$ cat config.mk
export PLATFORM = sky130hd
export DESIGN_NAME = pcst_top
export DESIGN_NICKNAME = d
export VERILOG_FILES = /design/src/inc/pcst_pkg.sv /design/src/verilog/pcst_top.sv
export SDC_FILE = /design/constraint.sdc
export NUM_CORES = 1
export LEC_CHECK = 0
export BUFFER_PORTS_ARGS = -buffer_cell sky130_fd_sc_hd__buf_4
export CAP_MARGIN = 40
export CORE_MARGIN = 1.5
export CORE_UTILIZATION = 58
export CTS_CLUSTER_DIAMETER = 200
export CTS_CLUSTER_SIZE = 12
export DETAILED_ROUTE_END_ITERATION = 8
export PLACE_DENSITY = 0.9
export SYNTH_ARGS = -nofsm -noshare
export SYNTH_HDL_FRONTEND = slang
export SYNTH_SLANG_ARGS = --single-unit
$ cat constraint.sdc
create_clock -name I_CLK_SYS -period 7.42 [get_ports I_CLK_SYS]
set_input_delay 0 -clock I_CLK_SYS [delete_from_list [all_inputs] [get_ports I_CLK_SYS]]
set_output_delay 0 -clock I_CLK_SYS [all_outputs]
set_load 0.01 [all_outputs]
$ cat src/inc/pcst_pkg.sv
// constants and types for the preset counter self-test block
package pcst_pkg;
	localparam int CLK_HZ = 25000000;
	localparam int TICK_MS = 10;
	localparam int TICK_CYCLES = CLK_HZ / 1000 * TICK_MS;
	localparam int WALK_MS = 500;
	localparam int STATUS_MS = 2000;
	localparam int IDLE_S = 18;
	localparam logic [10:0] WALK_TICKS = 11'(WALK_MS / TICK_MS);
	localparam logic [10:0] STATUS_TICKS = 11'(STATUS_MS / TICK_MS);
	localparam logic [10:0] IDLE_TICKS = 11'(IDLE_S * 1000 / TICK_MS);
	// button bits: 5..0 digit buttons left to right, rightmost is preset one
	localparam int BTN_PRESET_ONE = 0;
	localparam int BTN_PRESET_TWO = 1;
	localparam int BTN_PRESCALE_KEY = 2;
	localparam int BTN_NEXT_LEFT = 4;
	localparam int BTN_LEFT = 5;
	localparam int BTN_ENTER = 6;
	localparam int BTN_RESET = 7;
	// switch bits: bit i is switch i+1, high means switch down
	localparam int SW_RESET_DIS = 1;
	localparam int SW_MODE_MSB = 2;
	localparam int SW_PRESCALE_EDIT = 6;
	localparam logic [7:0] OFF_PRESET_ONE = 8'h00;
	localparam logic [7:0] OFF_PRESET_TWO = 8'h04;
	localparam logic [7:0] OFF_PRESCALE = 8'h08;
	localparam logic [7:0] OFF_TIMED_ONE = 8'h0c;
	localparam logic [7:0] OFF_TIMED_TWO = 8'h10;
	localparam logic [7:0] OFF_STATUS = 8'h14;
	localparam logic [2:0] IDX_PRESCALE = 3'h2;
	localparam logic [2:0] IDX_STATUS = 3'h5;
	localparam logic [2:0] IDX_NONE = 3'h7;
	localparam logic [19:0] RST_PRESET_ONE = 20'h001f4;
	localparam logic [19:0] RST_PRESET_TWO = 20'h003e8;
	localparam logic [19:0] RST_PRESCALE = 20'h186a0;
	localparam logic [19:0] RST_TIMED = 20'h0000a;
	localparam logic [20:0] PS_UNIT = 21'h186a0;
	localparam int ST_PHASE_LSB = 0;
	localparam int ST_TESTED = 2;
	localparam int ST_OUT1 = 3;
	localparam int ST_OUT2 = 4;
	localparam int ST_MODE_LSB = 8;
	localparam int ST_DIGITS_LSB = 12;
	localparam int ST_EDIT_OK = 16;
	typedef enum logic [1:0] {PH_IDLE, PH_WALK, PH_STATUS, PH_MODE} pcst_phase_t;
endpackage

$ cat src/verilog/pcst_top.sv
// self-test sequencer, stored values and prescale scaling of the counter
`timescale 1ns/100ps
module pcst_top #(
	parameter int TICK_CYCLES = pcst_pkg::TICK_CYCLES
) (
	input wire logic I_CLK_SYS,
	input wire logic I_RESET,
	input wire logic [7:0] I_BTN,
	input wire logic [6:0] I_DIP_SW,
	input wire logic I_PROGRAM_LOCK_INPUT,
	input wire logic I_COUNT_PULSE,
	input wire logic I_RUN_OUT1,
	input wire logic I_RUN_OUT2,
	input wire logic I_PSEL,
	input wire logic I_PENABLE,
	input wire logic I_PWRITE,
	input wire logic [7:0] I_PADDR,
	input wire logic [31:0] I_PWDATA,
	output logic [31:0] O_PRDATA,
	output logic O_PREADY,
	output logic O_PSLVERR,
	output logic O_OUT1,
	output logic O_OUT2,
	output logic O_OUT_CLEAR,
	output logic O_UNIT_RESET,
	output logic [1:0] O_PHASE,
	output logic [5:0] O_WALK_DIGIT,
	output logic [3:0] O_ST_DIGITS,
	output logic [3:0] O_MODE,
	output logic [3:0] O_COUNT_ADD,
	output logic [19:0] O_PRESET_ONE,
	output logic [19:0] O_PRESET_TWO,
	output logic [19:0] O_TIMED_ONE,
	output logic [19:0] O_TIMED_TWO,
	output logic O_PRESCALE_EDIT_OK
);
	localparam int TW = $clog2(TICK_CYCLES);

	if (TICK_CYCLES < 2) begin : g_bad_tick
		$error("TICK_CYCLES must be at least 2");
	end

	typedef struct packed {
		pcst_pkg::pcst_phase_t phase;
		logic [5:0] walk;
		logic [TW-1:0] tick_cnt;
		logic [10:0] sec_cnt;
		logic armed;
		logic tested;
		logic [7:0] btn_q;
		logic [6:0] sw_q;
		logic [3:0] mode;
		logic [3:0] st_digits;
		logic out1;
		logic out2;
		logic out_clear;
		logic unit_reset;
		logic edit_ok;
		logic [4:0][19:0] vals;
		logic [16:0] acc;
		logic [3:0] add;
		logic [31:0] prdata;
		logic pready;
		logic pslverr;
	} pcst_state_t;

	pcst_state_t s;
	pcst_state_t next_s;
	logic tick;
	logic activity;

	function automatic logic [2:0] reg_index(input logic [7:0] addr);
		unique case (addr)
			pcst_pkg::OFF_PRESET_ONE: reg_index = 3'h0;
			pcst_pkg::OFF_PRESET_TWO: reg_index = 3'h1;
			pcst_pkg::OFF_PRESCALE: reg_index = pcst_pkg::IDX_PRESCALE;
			pcst_pkg::OFF_TIMED_ONE: reg_index = 3'h3;
			pcst_pkg::OFF_TIMED_TWO: reg_index = 3'h4;
			pcst_pkg::OFF_STATUS: reg_index = pcst_pkg::IDX_STATUS;
			default: reg_index = pcst_pkg::IDX_NONE;
		endcase
	endfunction

	// whole display units in sum; a full 20-bit prescale plus the carried
	// remainder gives eleven at most, so the remainder always fits acc
	function automatic logic [3:0] scale_units(input logic [20:0] sum);
		logic [3:0] u;
		u = 4'h0;
		for (int i = 1; i < 12; i++) begin
			if (sum >= 21'(i) * pcst_pkg::PS_UNIT) begin
				u = 4'(i);
			end
		end
		return u;
	endfunction

	always_comb begin
		logic [7:0] pressed;
		logic [7:0] released;
		logic advance;
		logic lock_on;
		logic quit;
		logic [20:0] sum;
		logic [3:0] units;
		logic [2:0] idx;
		pressed = I_BTN & ~s.btn_q;
		released = ~I_BTN & s.btn_q;
		lock_on = ~I_PROGRAM_LOCK_INPUT;
		quit = 1'b0;
		sum = 21'h00000;
		units = 4'h0;
		idx = reg_index(I_PADDR);
		next_s = s;
		next_s.out_clear = 1'b0;
		next_s.unit_reset = 1'b0;
		next_s.pready = 1'b0;
		next_s.pslverr = 1'b0;
		next_s.add = 4'h0;
		next_s.btn_q = I_BTN;
		next_s.sw_q = I_DIP_SW;
		tick = (s.tick_cnt == TW'(TICK_CYCLES - 1));
		next_s.tick_cnt = tick ? '0 : s.tick_cnt + 1'b1;
		activity = (I_BTN != s.btn_q) || (I_DIP_SW != s.sw_q);
		// releases of the entry pair must not count as a step
		advance = s.armed && (|released[6:0]);
		if (I_BTN == 8'h00) begin
			next_s.armed = 1'b1;
		end
		if (tick) begin
			next_s.sec_cnt = s.sec_cnt + 11'h001;
		end
		unique case (s.phase)
			pcst_pkg::PH_IDLE: begin
				if (I_BTN[pcst_pkg::BTN_LEFT] && I_BTN[pcst_pkg::BTN_NEXT_LEFT]
					&& (pressed[pcst_pkg::BTN_LEFT]
					|| pressed[pcst_pkg::BTN_NEXT_LEFT])) begin
					next_s.phase = pcst_pkg::PH_WALK;
					next_s.walk = 6'h20;
					next_s.sec_cnt = 11'h000;
					next_s.armed = 1'b0;
					next_s.tested = 1'b0;
				end
			end
			pcst_pkg::PH_WALK: begin
				if (advance || (tick && s.sec_cnt == pcst_pkg::WALK_TICKS - 11'h001))
					begin
					next_s.sec_cnt = 11'h000;
					next_s.walk = s.walk >> 1;
					if (s.walk[0]) begin
						next_s.phase = pcst_pkg::PH_STATUS;
					end
				end
			end
			pcst_pkg::PH_STATUS: begin
				if (advance
					|| (tick && s.sec_cnt == pcst_pkg::STATUS_TICKS - 11'h001)) begin
					next_s.sec_cnt = 11'h000;
					next_s.phase = pcst_pkg::PH_MODE;
				end
			end
			pcst_pkg::PH_MODE: begin
				if (activity) begin
					next_s.sec_cnt = 11'h000;
				end
				if (!lock_on) begin
					if (pressed[pcst_pkg::BTN_PRESET_ONE]) begin
						next_s.tested = 1'b1;
						next_s.out1 = 1'b1;
					end
					if (pressed[pcst_pkg::BTN_PRESET_TWO]) begin
						next_s.tested = 1'b1;
						next_s.out2 = 1'b1;
					end
				end
				// with the lock open, preset buttons test outputs here; releasing enter or buttons 2 to 5 leaves
				quit = (s.armed && (|released[6:2]))
					|| (tick && !activity
					&& s.sec_cnt == pcst_pkg::IDLE_TICKS - 11'h001);
				if (quit) begin
					next_s.phase = pcst_pkg::PH_IDLE;
					if (s.tested) begin
						next_s.out_clear = 1'b1;
					end
				end
			end
		endcase
		if (pressed[pcst_pkg::BTN_RESET] && !I_DIP_SW[pcst_pkg::SW_RESET_DIS]
			&& !I_BTN[pcst_pkg::BTN_PRESET_ONE]
			&& !I_BTN[pcst_pkg::BTN_PRESET_TWO]) begin
			next_s.unit_reset = 1'b1;
			next_s.phase = pcst_pkg::PH_IDLE;
			next_s.out_clear = 1'b1;
		end
		if (next_s.phase == pcst_pkg::PH_IDLE) begin
			next_s.walk = 6'h00;
			next_s.tested = 1'b0;
			// leftmost mode switch is the msb; all down selects mode zero
			next_s.mode = ~{I_DIP_SW[2], I_DIP_SW[3],
				I_DIP_SW[4], I_DIP_SW[5]};
			if (next_s.out_clear) begin
				next_s.out1 = 1'b0;
				next_s.out2 = 1'b0;
			end else begin
				next_s.out1 = I_RUN_OUT1;
				next_s.out2 = I_RUN_OUT2;
			end
		end
		// untested outputs are simply not reloaded while the test runs
		unique case (next_s.phase)
			pcst_pkg::PH_STATUS: begin
				next_s.st_digits = {2'b00,
					~I_DIP_SW[pcst_pkg::SW_PRESCALE_EDIT], lock_on};
			end
			pcst_pkg::PH_MODE: next_s.st_digits = {I_DIP_SW[2], I_DIP_SW[3],
				I_DIP_SW[4], I_DIP_SW[5]};
			default: next_s.st_digits = 4'h0;
		endcase
		next_s.edit_ok = I_DIP_SW[pcst_pkg::SW_PRESCALE_EDIT]
			&& !lock_on;
		if (I_COUNT_PULSE) begin
			sum = 21'(s.acc) + 21'(s.vals[pcst_pkg::IDX_PRESCALE]);
			units = scale_units(sum);
			next_s.add = units;
			next_s.acc = 17'(sum - 21'(units) * pcst_pkg::PS_UNIT);
		end
		if (I_PSEL && !I_PENABLE) begin
			next_s.pready = 1'b1;
			next_s.prdata = 32'h00000000;
			if (idx == pcst_pkg::IDX_NONE) begin
				next_s.pslverr = 1'b1;
			end else if (idx == pcst_pkg::IDX_STATUS) begin
				next_s.pslverr = I_PWRITE;
				next_s.prdata[pcst_pkg::ST_PHASE_LSB +: 2] = s.phase;
				next_s.prdata[pcst_pkg::ST_TESTED] = s.tested;
				next_s.prdata[pcst_pkg::ST_OUT1] = s.out1;
				next_s.prdata[pcst_pkg::ST_OUT2] = s.out2;
				next_s.prdata[pcst_pkg::ST_MODE_LSB +: 4] = s.mode;
				next_s.prdata[pcst_pkg::ST_DIGITS_LSB +: 4] = s.st_digits;
				next_s.prdata[pcst_pkg::ST_EDIT_OK] = s.edit_ok;
			end else begin
				next_s.prdata[19:0] = s.vals[idx];
				// any stored value needs the lock open; prescale also needs S7
				if (I_PWRITE && (lock_on || (idx == pcst_pkg::IDX_PRESCALE
					&& !I_DIP_SW[pcst_pkg::SW_PRESCALE_EDIT]))) begin
					next_s.pslverr = 1'b1;
				end
			end
		end
		if (I_PSEL && I_PENABLE && s.pready && I_PWRITE && !s.pslverr
			&& idx < pcst_pkg::IDX_STATUS) begin
			next_s.vals[idx] = I_PWDATA[19:0];
		end
	end

	always_ff @(posedge I_CLK_SYS) begin
		if (I_RESET) begin
			s <= '0;
			s.vals[0] <= pcst_pkg::RST_PRESET_ONE;
			s.vals[1] <= pcst_pkg::RST_PRESET_TWO;
			s.vals[pcst_pkg::IDX_PRESCALE] <= pcst_pkg::RST_PRESCALE;
			s.vals[3] <= pcst_pkg::RST_TIMED;
			s.vals[4] <= pcst_pkg::RST_TIMED;
		end else begin
			s <= next_s;
		end
	end

	assign O_PRDATA = s.prdata;
	assign O_PREADY = s.pready;
	assign O_PSLVERR = s.pslverr;
	assign O_OUT1 = s.out1;
	assign O_OUT2 = s.out2;
	assign O_OUT_CLEAR = s.out_clear;
	assign O_UNIT_RESET = s.unit_reset;
	assign O_PHASE = s.phase;
	assign O_WALK_DIGIT = s.walk;
	assign O_ST_DIGITS = s.st_digits;
	assign O_MODE = s.mode;
	assign O_COUNT_ADD = s.add;
	assign O_PRESET_ONE = s.vals[0];
	assign O_PRESET_TWO = s.vals[1];
	assign O_TIMED_ONE = s.vals[3];
	assign O_TIMED_TWO = s.vals[4];
	assign O_PRESCALE_EDIT_OK = s.edit_ok;
endmodule // pcst_top
Word-level counts from Yosys, hierarchy flattened

Index checks and enable logic that the tools add are counted.

Shift-type cells: 0
Multipliers: 1
Eq/ne operators: 23
Order comparisons: 14
Div/mod/pow operators: 0
Reductions and logical operators: 54
Muxes and demuxes: 56
Bitwise logic cells: 9
Add/sub/neg operators: 4

Operator list:

| kind                                                   | count |
|---|---|
| >= comparator 21 x 20 -> 1 bit (second input constant) | 5 |
| bitwise mux 100 bit                                    | 1 |
| >= comparator 21 x 19 -> 1 bit (second input constant) | 3 |
| binary-select mux 20 bit (select 3 bit)                | 1 |
| demux 20 bit (select 3 bit)                            | 1 |
| two-way mux 20 bit                                     | 3 |
| two-way mux 11 bit                                     | 4 |
| two-way mux 4 bit                                      | 11 |
| case mux 11 bit (4 select lines)                       | 1 |
| adder 17 x 20 -> 21 bit                                | 1 |
| >= comparator 21 x 17 -> 1 bit (second input constant) | 1 |
| >= comparator 21 x 18 -> 1 bit (second input constant) | 1 |
| >= comparator 21 bit (second input constant)           | 1 |
| logical AND 1 bit                                      | 21 |
| adder 18 x 1 -> 18 bit (second input constant)         | 1 |
| equality test 18 bit (second input constant)           | 1 |
| two-way mux 2 bit                                      | 9 |
| case mux 3 bit (6 select lines)                        | 1 |
| subtractor 17 bit                                      | 1 |
| equality test 8 x 4 -> 1 bit (second input constant)   | 2 |
| equality test 8 x 5 -> 1 bit (second input constant)   | 2 |
| zero test 8 bit                                        | 2 |
| two-way mux 8 bit                                      | 2 |
| two-way mux 13 bit                                     | 1 |
| 40 further kinds                                       | 84 |

Bits in writable memories: 0
Latch bits: 0
Output and inout port bits: 139
Word-level logic and storage cells: 186
ROM bits: 0
Bits in registers: 210
Input bits: 64
Memories kept: 0

Logic depth before layout (Yosys ltp)

Depth in word-level cells: 16
Mapped depth: 34
Depth with buffers taken out: 33

Worst setup path before layout

OpenSTA, ideal clock, no wires.

Path type: register to register
Start: register s[95] in the netlist's numbering
End: register s[54] in the netlist's numbering
Stages on the path, launching flop included: 31
Clock period less this slack: 6.247 ns
Path buffers: 0
Setup time: 0.131 ns
Data required time: 7.289 ns
Arrival: 6.117 ns
Setup slack: 1.173 ns
Path through: dfxtp_1 -> ha_1 -> inv_1 -> fa_1 -> nor2b_4 -> o2111ai_2 -> a311oi_2 -> o21ai_0 -> a32oi_2 -> nand2b_2 -> o41a_1 -> and3_1 -> a311o_1 -> nand2_1 -> o21ai_1 -> fa_1 -> inv_1 -> ha_1 -> a31oi_1 -> nor2b_1 -> o21a_1 -> o21a_1 -> or2_2 -> ha_1 -> o21ai_0 -> a21oi_1 -> mux2i_1 -> nor3_1 -> xor2_1 -> xor2_1 -> o22ai_2

Cells in the longest elaborated chain, start to end: 16
Elaborated cells on any way between the ends: 26
Those cells by class: 2 x add/sub; 1 x mul; 11 x order compare; 12 x mux

Ends and longest elaborated chain:

| element                          | RTL line        | text |
|---|---|---|
| start: declaration               | pcst_top.sv:67  | `pcst_state_t s;` |
| start signal: assignment         | pcst_top.sv:264 | `s <= next_s;` |
| adder 17 x 20 -> 21 bit (*)      | pcst_top.sv:221 | `sum = 21'(s.acc) + 21'(s.vals[pcst_pkg::IDX_PRESCALE]);` |
| >= comparator 21 x 17 -> 1 bit   | pcst_top.sv:90  | `if (sum >= 21'(i) * pcst_pkg::PS_UNIT) begin` |
| two-way mux 1 bit                | pcst_top.sv:90  |  |
| two-way mux 4 bit (10 in series) | pcst_top.sv:90  |  |
| two-way mux 4 bit                | pcst_top.sv:220 | `if (I_COUNT_PULSE) begin` |
| multiplier 4 x 12 -> 12 bit      | pcst_top.sv:224 | `next_s.acc = 17'(sum - 21'(units) * pcst_pkg::PS_UNIT);` |
| subtractor 17 bit (*)            | pcst_top.sv:224 |  |

Every way passes the cells marked *; elsewhere a longest branch is shown, timed or not. The select of a mux whose other input is x is not followed.
A chain may end at the register's enable or synchronous reset.

Worst setup path after layout

Ends and elaborated chain as after synthesis.

==> flow_summary.yaml <==
global_route:
  grt_antenna_before_repair: 1
  pin_count_of_the_biggest_net_entering_global_routing: 61
  grt_pass1_vias: 10900
  grt_usage_pct: 34.6
  grt_pass1_wl_microns: 60100
  grt_overflow_total: 0
clock_network:
  insertion_delay_ns: 0.51
  clkTransAtPathRegs_ns: 0.07
  tritoncts: "built"
  htreeDepth: 1
  numCtsBuffers: 21
  clock_path_buffers: 3
  clock-root-buffer: "clkbuf_16"
  clock_sinks: 210
run_status:
  outcome: "finished clean"
floorplanning:
  ports: 203
  die-area_sq_um: 22300
  std_cell_rows: 53
  initial_core_util_pct: 59.1
  floorplan.die.height_microns: 149
  fp.dieW_microns: 149
  design.core.area_sq_um: 21000
critical_path:
  timing.critical_path.fanout_max: 8
  crit_type: "reg2reg"
  worst_setup_path_start_kind: "flip-flop"
  crit_path_end_kind: "flip-flop"
  critical-path-top-cell-by-count: "ha_1"
  critical-path-slowest-cell: "fa_1"
  required_ns: 7.79
  slowest_delay_ns: 0.44
  critPathArrivalTime_ns: 7.34
  rrSetupSlack_ns: 0.45
synth:
  yosys_warnings: 0
  synth.avg_cell_area_sq_um: 7.83
  asyncSetResetFlopFracSynth_pct: 0
  synth_cells: 1587
  synth_enable_flop_cells: 0
  yosys_register_bits: 210
  post_synth_instance_area_sq_um: 12400
  synth_sequential_area_ratio_pct: 33.8
  synth_top_flop_cell: "dfxtp_1"
  yosys.cell_types.count: 101
pwr:
  report.power.total_w: 0.00373
  power-per-cell-area_nw_per_um2: 266
  power.leakage_nw: 5.76
  ir_worst_vdd_mv: 0.170
min_path:
  hp-class: "in2reg"
timing:
  slew-limit-headroom_pct: 39.7
  tightest_slew_ns: 0.902
  final_clock_skew_ns: 0.0178
  finalHoldViolCount: 0
  fmaxAchievable_ghz: 0.144
  timing.final.max_slew_violations: 0
  timing.final.crit_share_pct: 93.9
  fin_crit_ns: 6.97
  setup_violations: 0
drt:
  route.antenna.remaining_nets: 0
  total_via_count_after_detailed_routing: 12000
  drt-initial-drc-count: 1700
  viasPerCell: 6.21
  drt-wirelength-per-cell_microns: 20.7
  detail_route.drc_violations: 0
  detailedRoute.firstPassIterationCount: 9
  drt_wl_total_microns: 39900
finish:
  final-instance-count-excl-fill: 1927
  layout-drive-gt1-share_pct: 16.9
  final_cell_mix: "nand2_1 (288), dfxtp_1 (210), buf_4 (190), nor2_1 (143), a21oi_1 (141)"
  layout.core_utilization_pct: 66.8
  synthToLayoutAreaGrowth_pct: 13.0
  finalNetCount: 1772
  mostFrequentLayoutCell: "nand2_1"
flow_run:
  drv_cap: 0
place:
  io_port_bufs: 178
  place_inst: 1850
  gp_congestion: 0.935
  detailedPlacementHpwl_microns: 27900
per-layer routing:
layer	track usage [%]	wire (microns)	part of all wire, %
met5	0	0	0
met4	17.5	2490	6.2
met3	6.73	4900	12
met2	52.9	17300	43
met1	46.4	15200	38
per-stage QoR:
stage / hold slack (ns) / setup WS [ns] / TNS (ns) / instance area (sq um)
2_1_floorplan: 0.0956 / 1.17 / 0 / 12500
3_3_place_gp: 0.222 / 0.498 / 0 / 12900
3_5_place_dp: 0.221 / 0.380 / 0 / 12900
4_1_cts: 0.0244 / 0.327 / 0 / 14000
5_1_grt: 0.0746 / -0.0191 / -0.0191 / 14000
6_report: 0.0605 / 0.452 / 0 / 14000
sequential cells by signal, summed over array words and instances, names as in the netlist:
name,flops
O_OUT_CLEAR,1
O_OUT1,1
O_PHASE,2
O_COUNT_ADD,4
s,83
O_UNIT_RESET,1
O_PREADY,1
O_TIMED_ONE,20
O_MODE,4
O_PSLVERR,1
O_TIMED_TWO,20
O_WALK_DIGIT,6
O_ST_DIGITS,4
O_PRESET_ONE,20
O_PRESET_TWO,20
O_PRESCALE_EDIT_OK,1
O_OUT2,1
O_PRDATA,20
layout make-up:
cell class / count / area (sq um)
Timing Repair Buffer: 244 / 1980
Clock inverter: 2 / 17.5
Tap cell: 275 / 344
Clock buffer: 21 / 526
Antenna cell: 1 / 2.50
Inverter: 48 / 185
Sequential cell: 210 / 4200
Fill cell: 1639 / 6980
Multi-Input combinational cell: 1126 / 6780
worst paths after layout:
| path | startpoint | endpoint | cells after the start |
|---|---|---|---|
| max reg2reg | s[95]$_SDFFE_PP0P_ | s[54]$_SDFFE_PP0P_ | 31 |
| min reg2reg | O_TIMED_ONE[2]$_SDFFE_PP0P_ | O_TIMED_ONE[2]$_SDFFE_PP0P_ | 2 |
| min | I_PSEL | O_PRDATA[15]$_SDFFE_PP0P_ | 3 |
| max | s[95]$_SDFFE_PP0P_ | s[54]$_SDFFE_PP0P_ | 31 |
critical path: cells and delay by family (launching register included):
kind / cells / cell delay, ns
simple gates: 6 / 1.07
mux: 1 / 0.11
flops: 1 / 0.37
xor+xnor: 2 / 0.39
buf+inv: 3 / 0.29
compound gates: 14 / 2.89
fa+ha+maj: 5 / 1.71
timing repair:
item,in CTS,in global routing
resized for setup,0,8
setup endpoints to repair,0,1
hold buffers,52,0
buffers inserted,0,1
endpoints found under the hold margin,169,0
report_power, final:
part	internal, W	total (W)	switching (W)
Combinational	0.000646	0.00160	0.000951
Sequential	0.00117	0.00119	0.0000261
Clock	0.000502	0.000938	0.000436
Total	0.00231	0.00373	0.00141
synthesized netlist by cell type (4+ instances only):
| cell type | n | share of area (%) |
|---|---|---|
| nor2_1 | 145 | 4.4 |
| a31oi_1 | 20 | 1.0 |
| and3_1 | 13 | 0.65 |
| o31a_1 | 4 | 0.28 |
| xor2_1 | 27 | 1.9 |
| o21a_1 | 9 | 0.54 |
| nor4_1 | 6 | 0.30 |
| mux2i_1 | 25 | 2.0 |
| a222oi_1 | 11 | 0.89 |
| o211ai_1 | 9 | 0.54 |
| a21oi_1 | 141 | 5.7 |
| a22oi_1 | 4 | 0.24 |
| xnor2_1 | 34 | 2.4 |
| dfxtp_1 | 210 | 34 |
| clkbuf_1 | 62 | 1.9 |
| buf_4 | 133 | 8.0 |
| nor3_1 | 21 | 0.85 |
| a21oi_2 | 5 | 0.35 |
| a32o_1 | 4 | 0.32 |
| nand2b_1 | 7 | 0.35 |
| or2_2 | 8 | 0.40 |
| ha_1 | 54 | 5.4 |
| and2_1 | 5 | 0.25 |
| a21o_1 | 10 | 0.60 |
| o21ai_0 | 32 | 1.3 |
| inv_2 | 6 | 0.18 |
| buf_1 | 5 | 0.15 |
| a41oi_1 | 4 | 0.28 |
| nand4_1 | 18 | 0.91 |
| nand3_1 | 56 | 2.3 |
| or3_1 | 8 | 0.40 |
| buf_2 | 11 | 0.44 |
| a211oi_1 | 28 | 1.7 |
| nand2_1 | 288 | 8.7 |
| inv_1 | 41 | 1.2 |
| nor2b_1 | 30 | 1.5 |
logic make-up after synthesis:
| kind of cell | after synthesis | synth area share, % |
|---|---|---|
| xor gates and xnor gates | 65 | 4.82 |
| muxes | 28 | 2.29 |
| and+or+nand+nor | 630 | 23.0 |
| AOI/OAI and AO/OA | 334 | 17.8 |
| DFF | 210 | 33.8 |
| other | 1 | 0.0302 |
| buffers and inverters | 262 | 12.3 |
| adders and majority gates | 57 | 5.92 |
(Power assumes the default switching activity.)
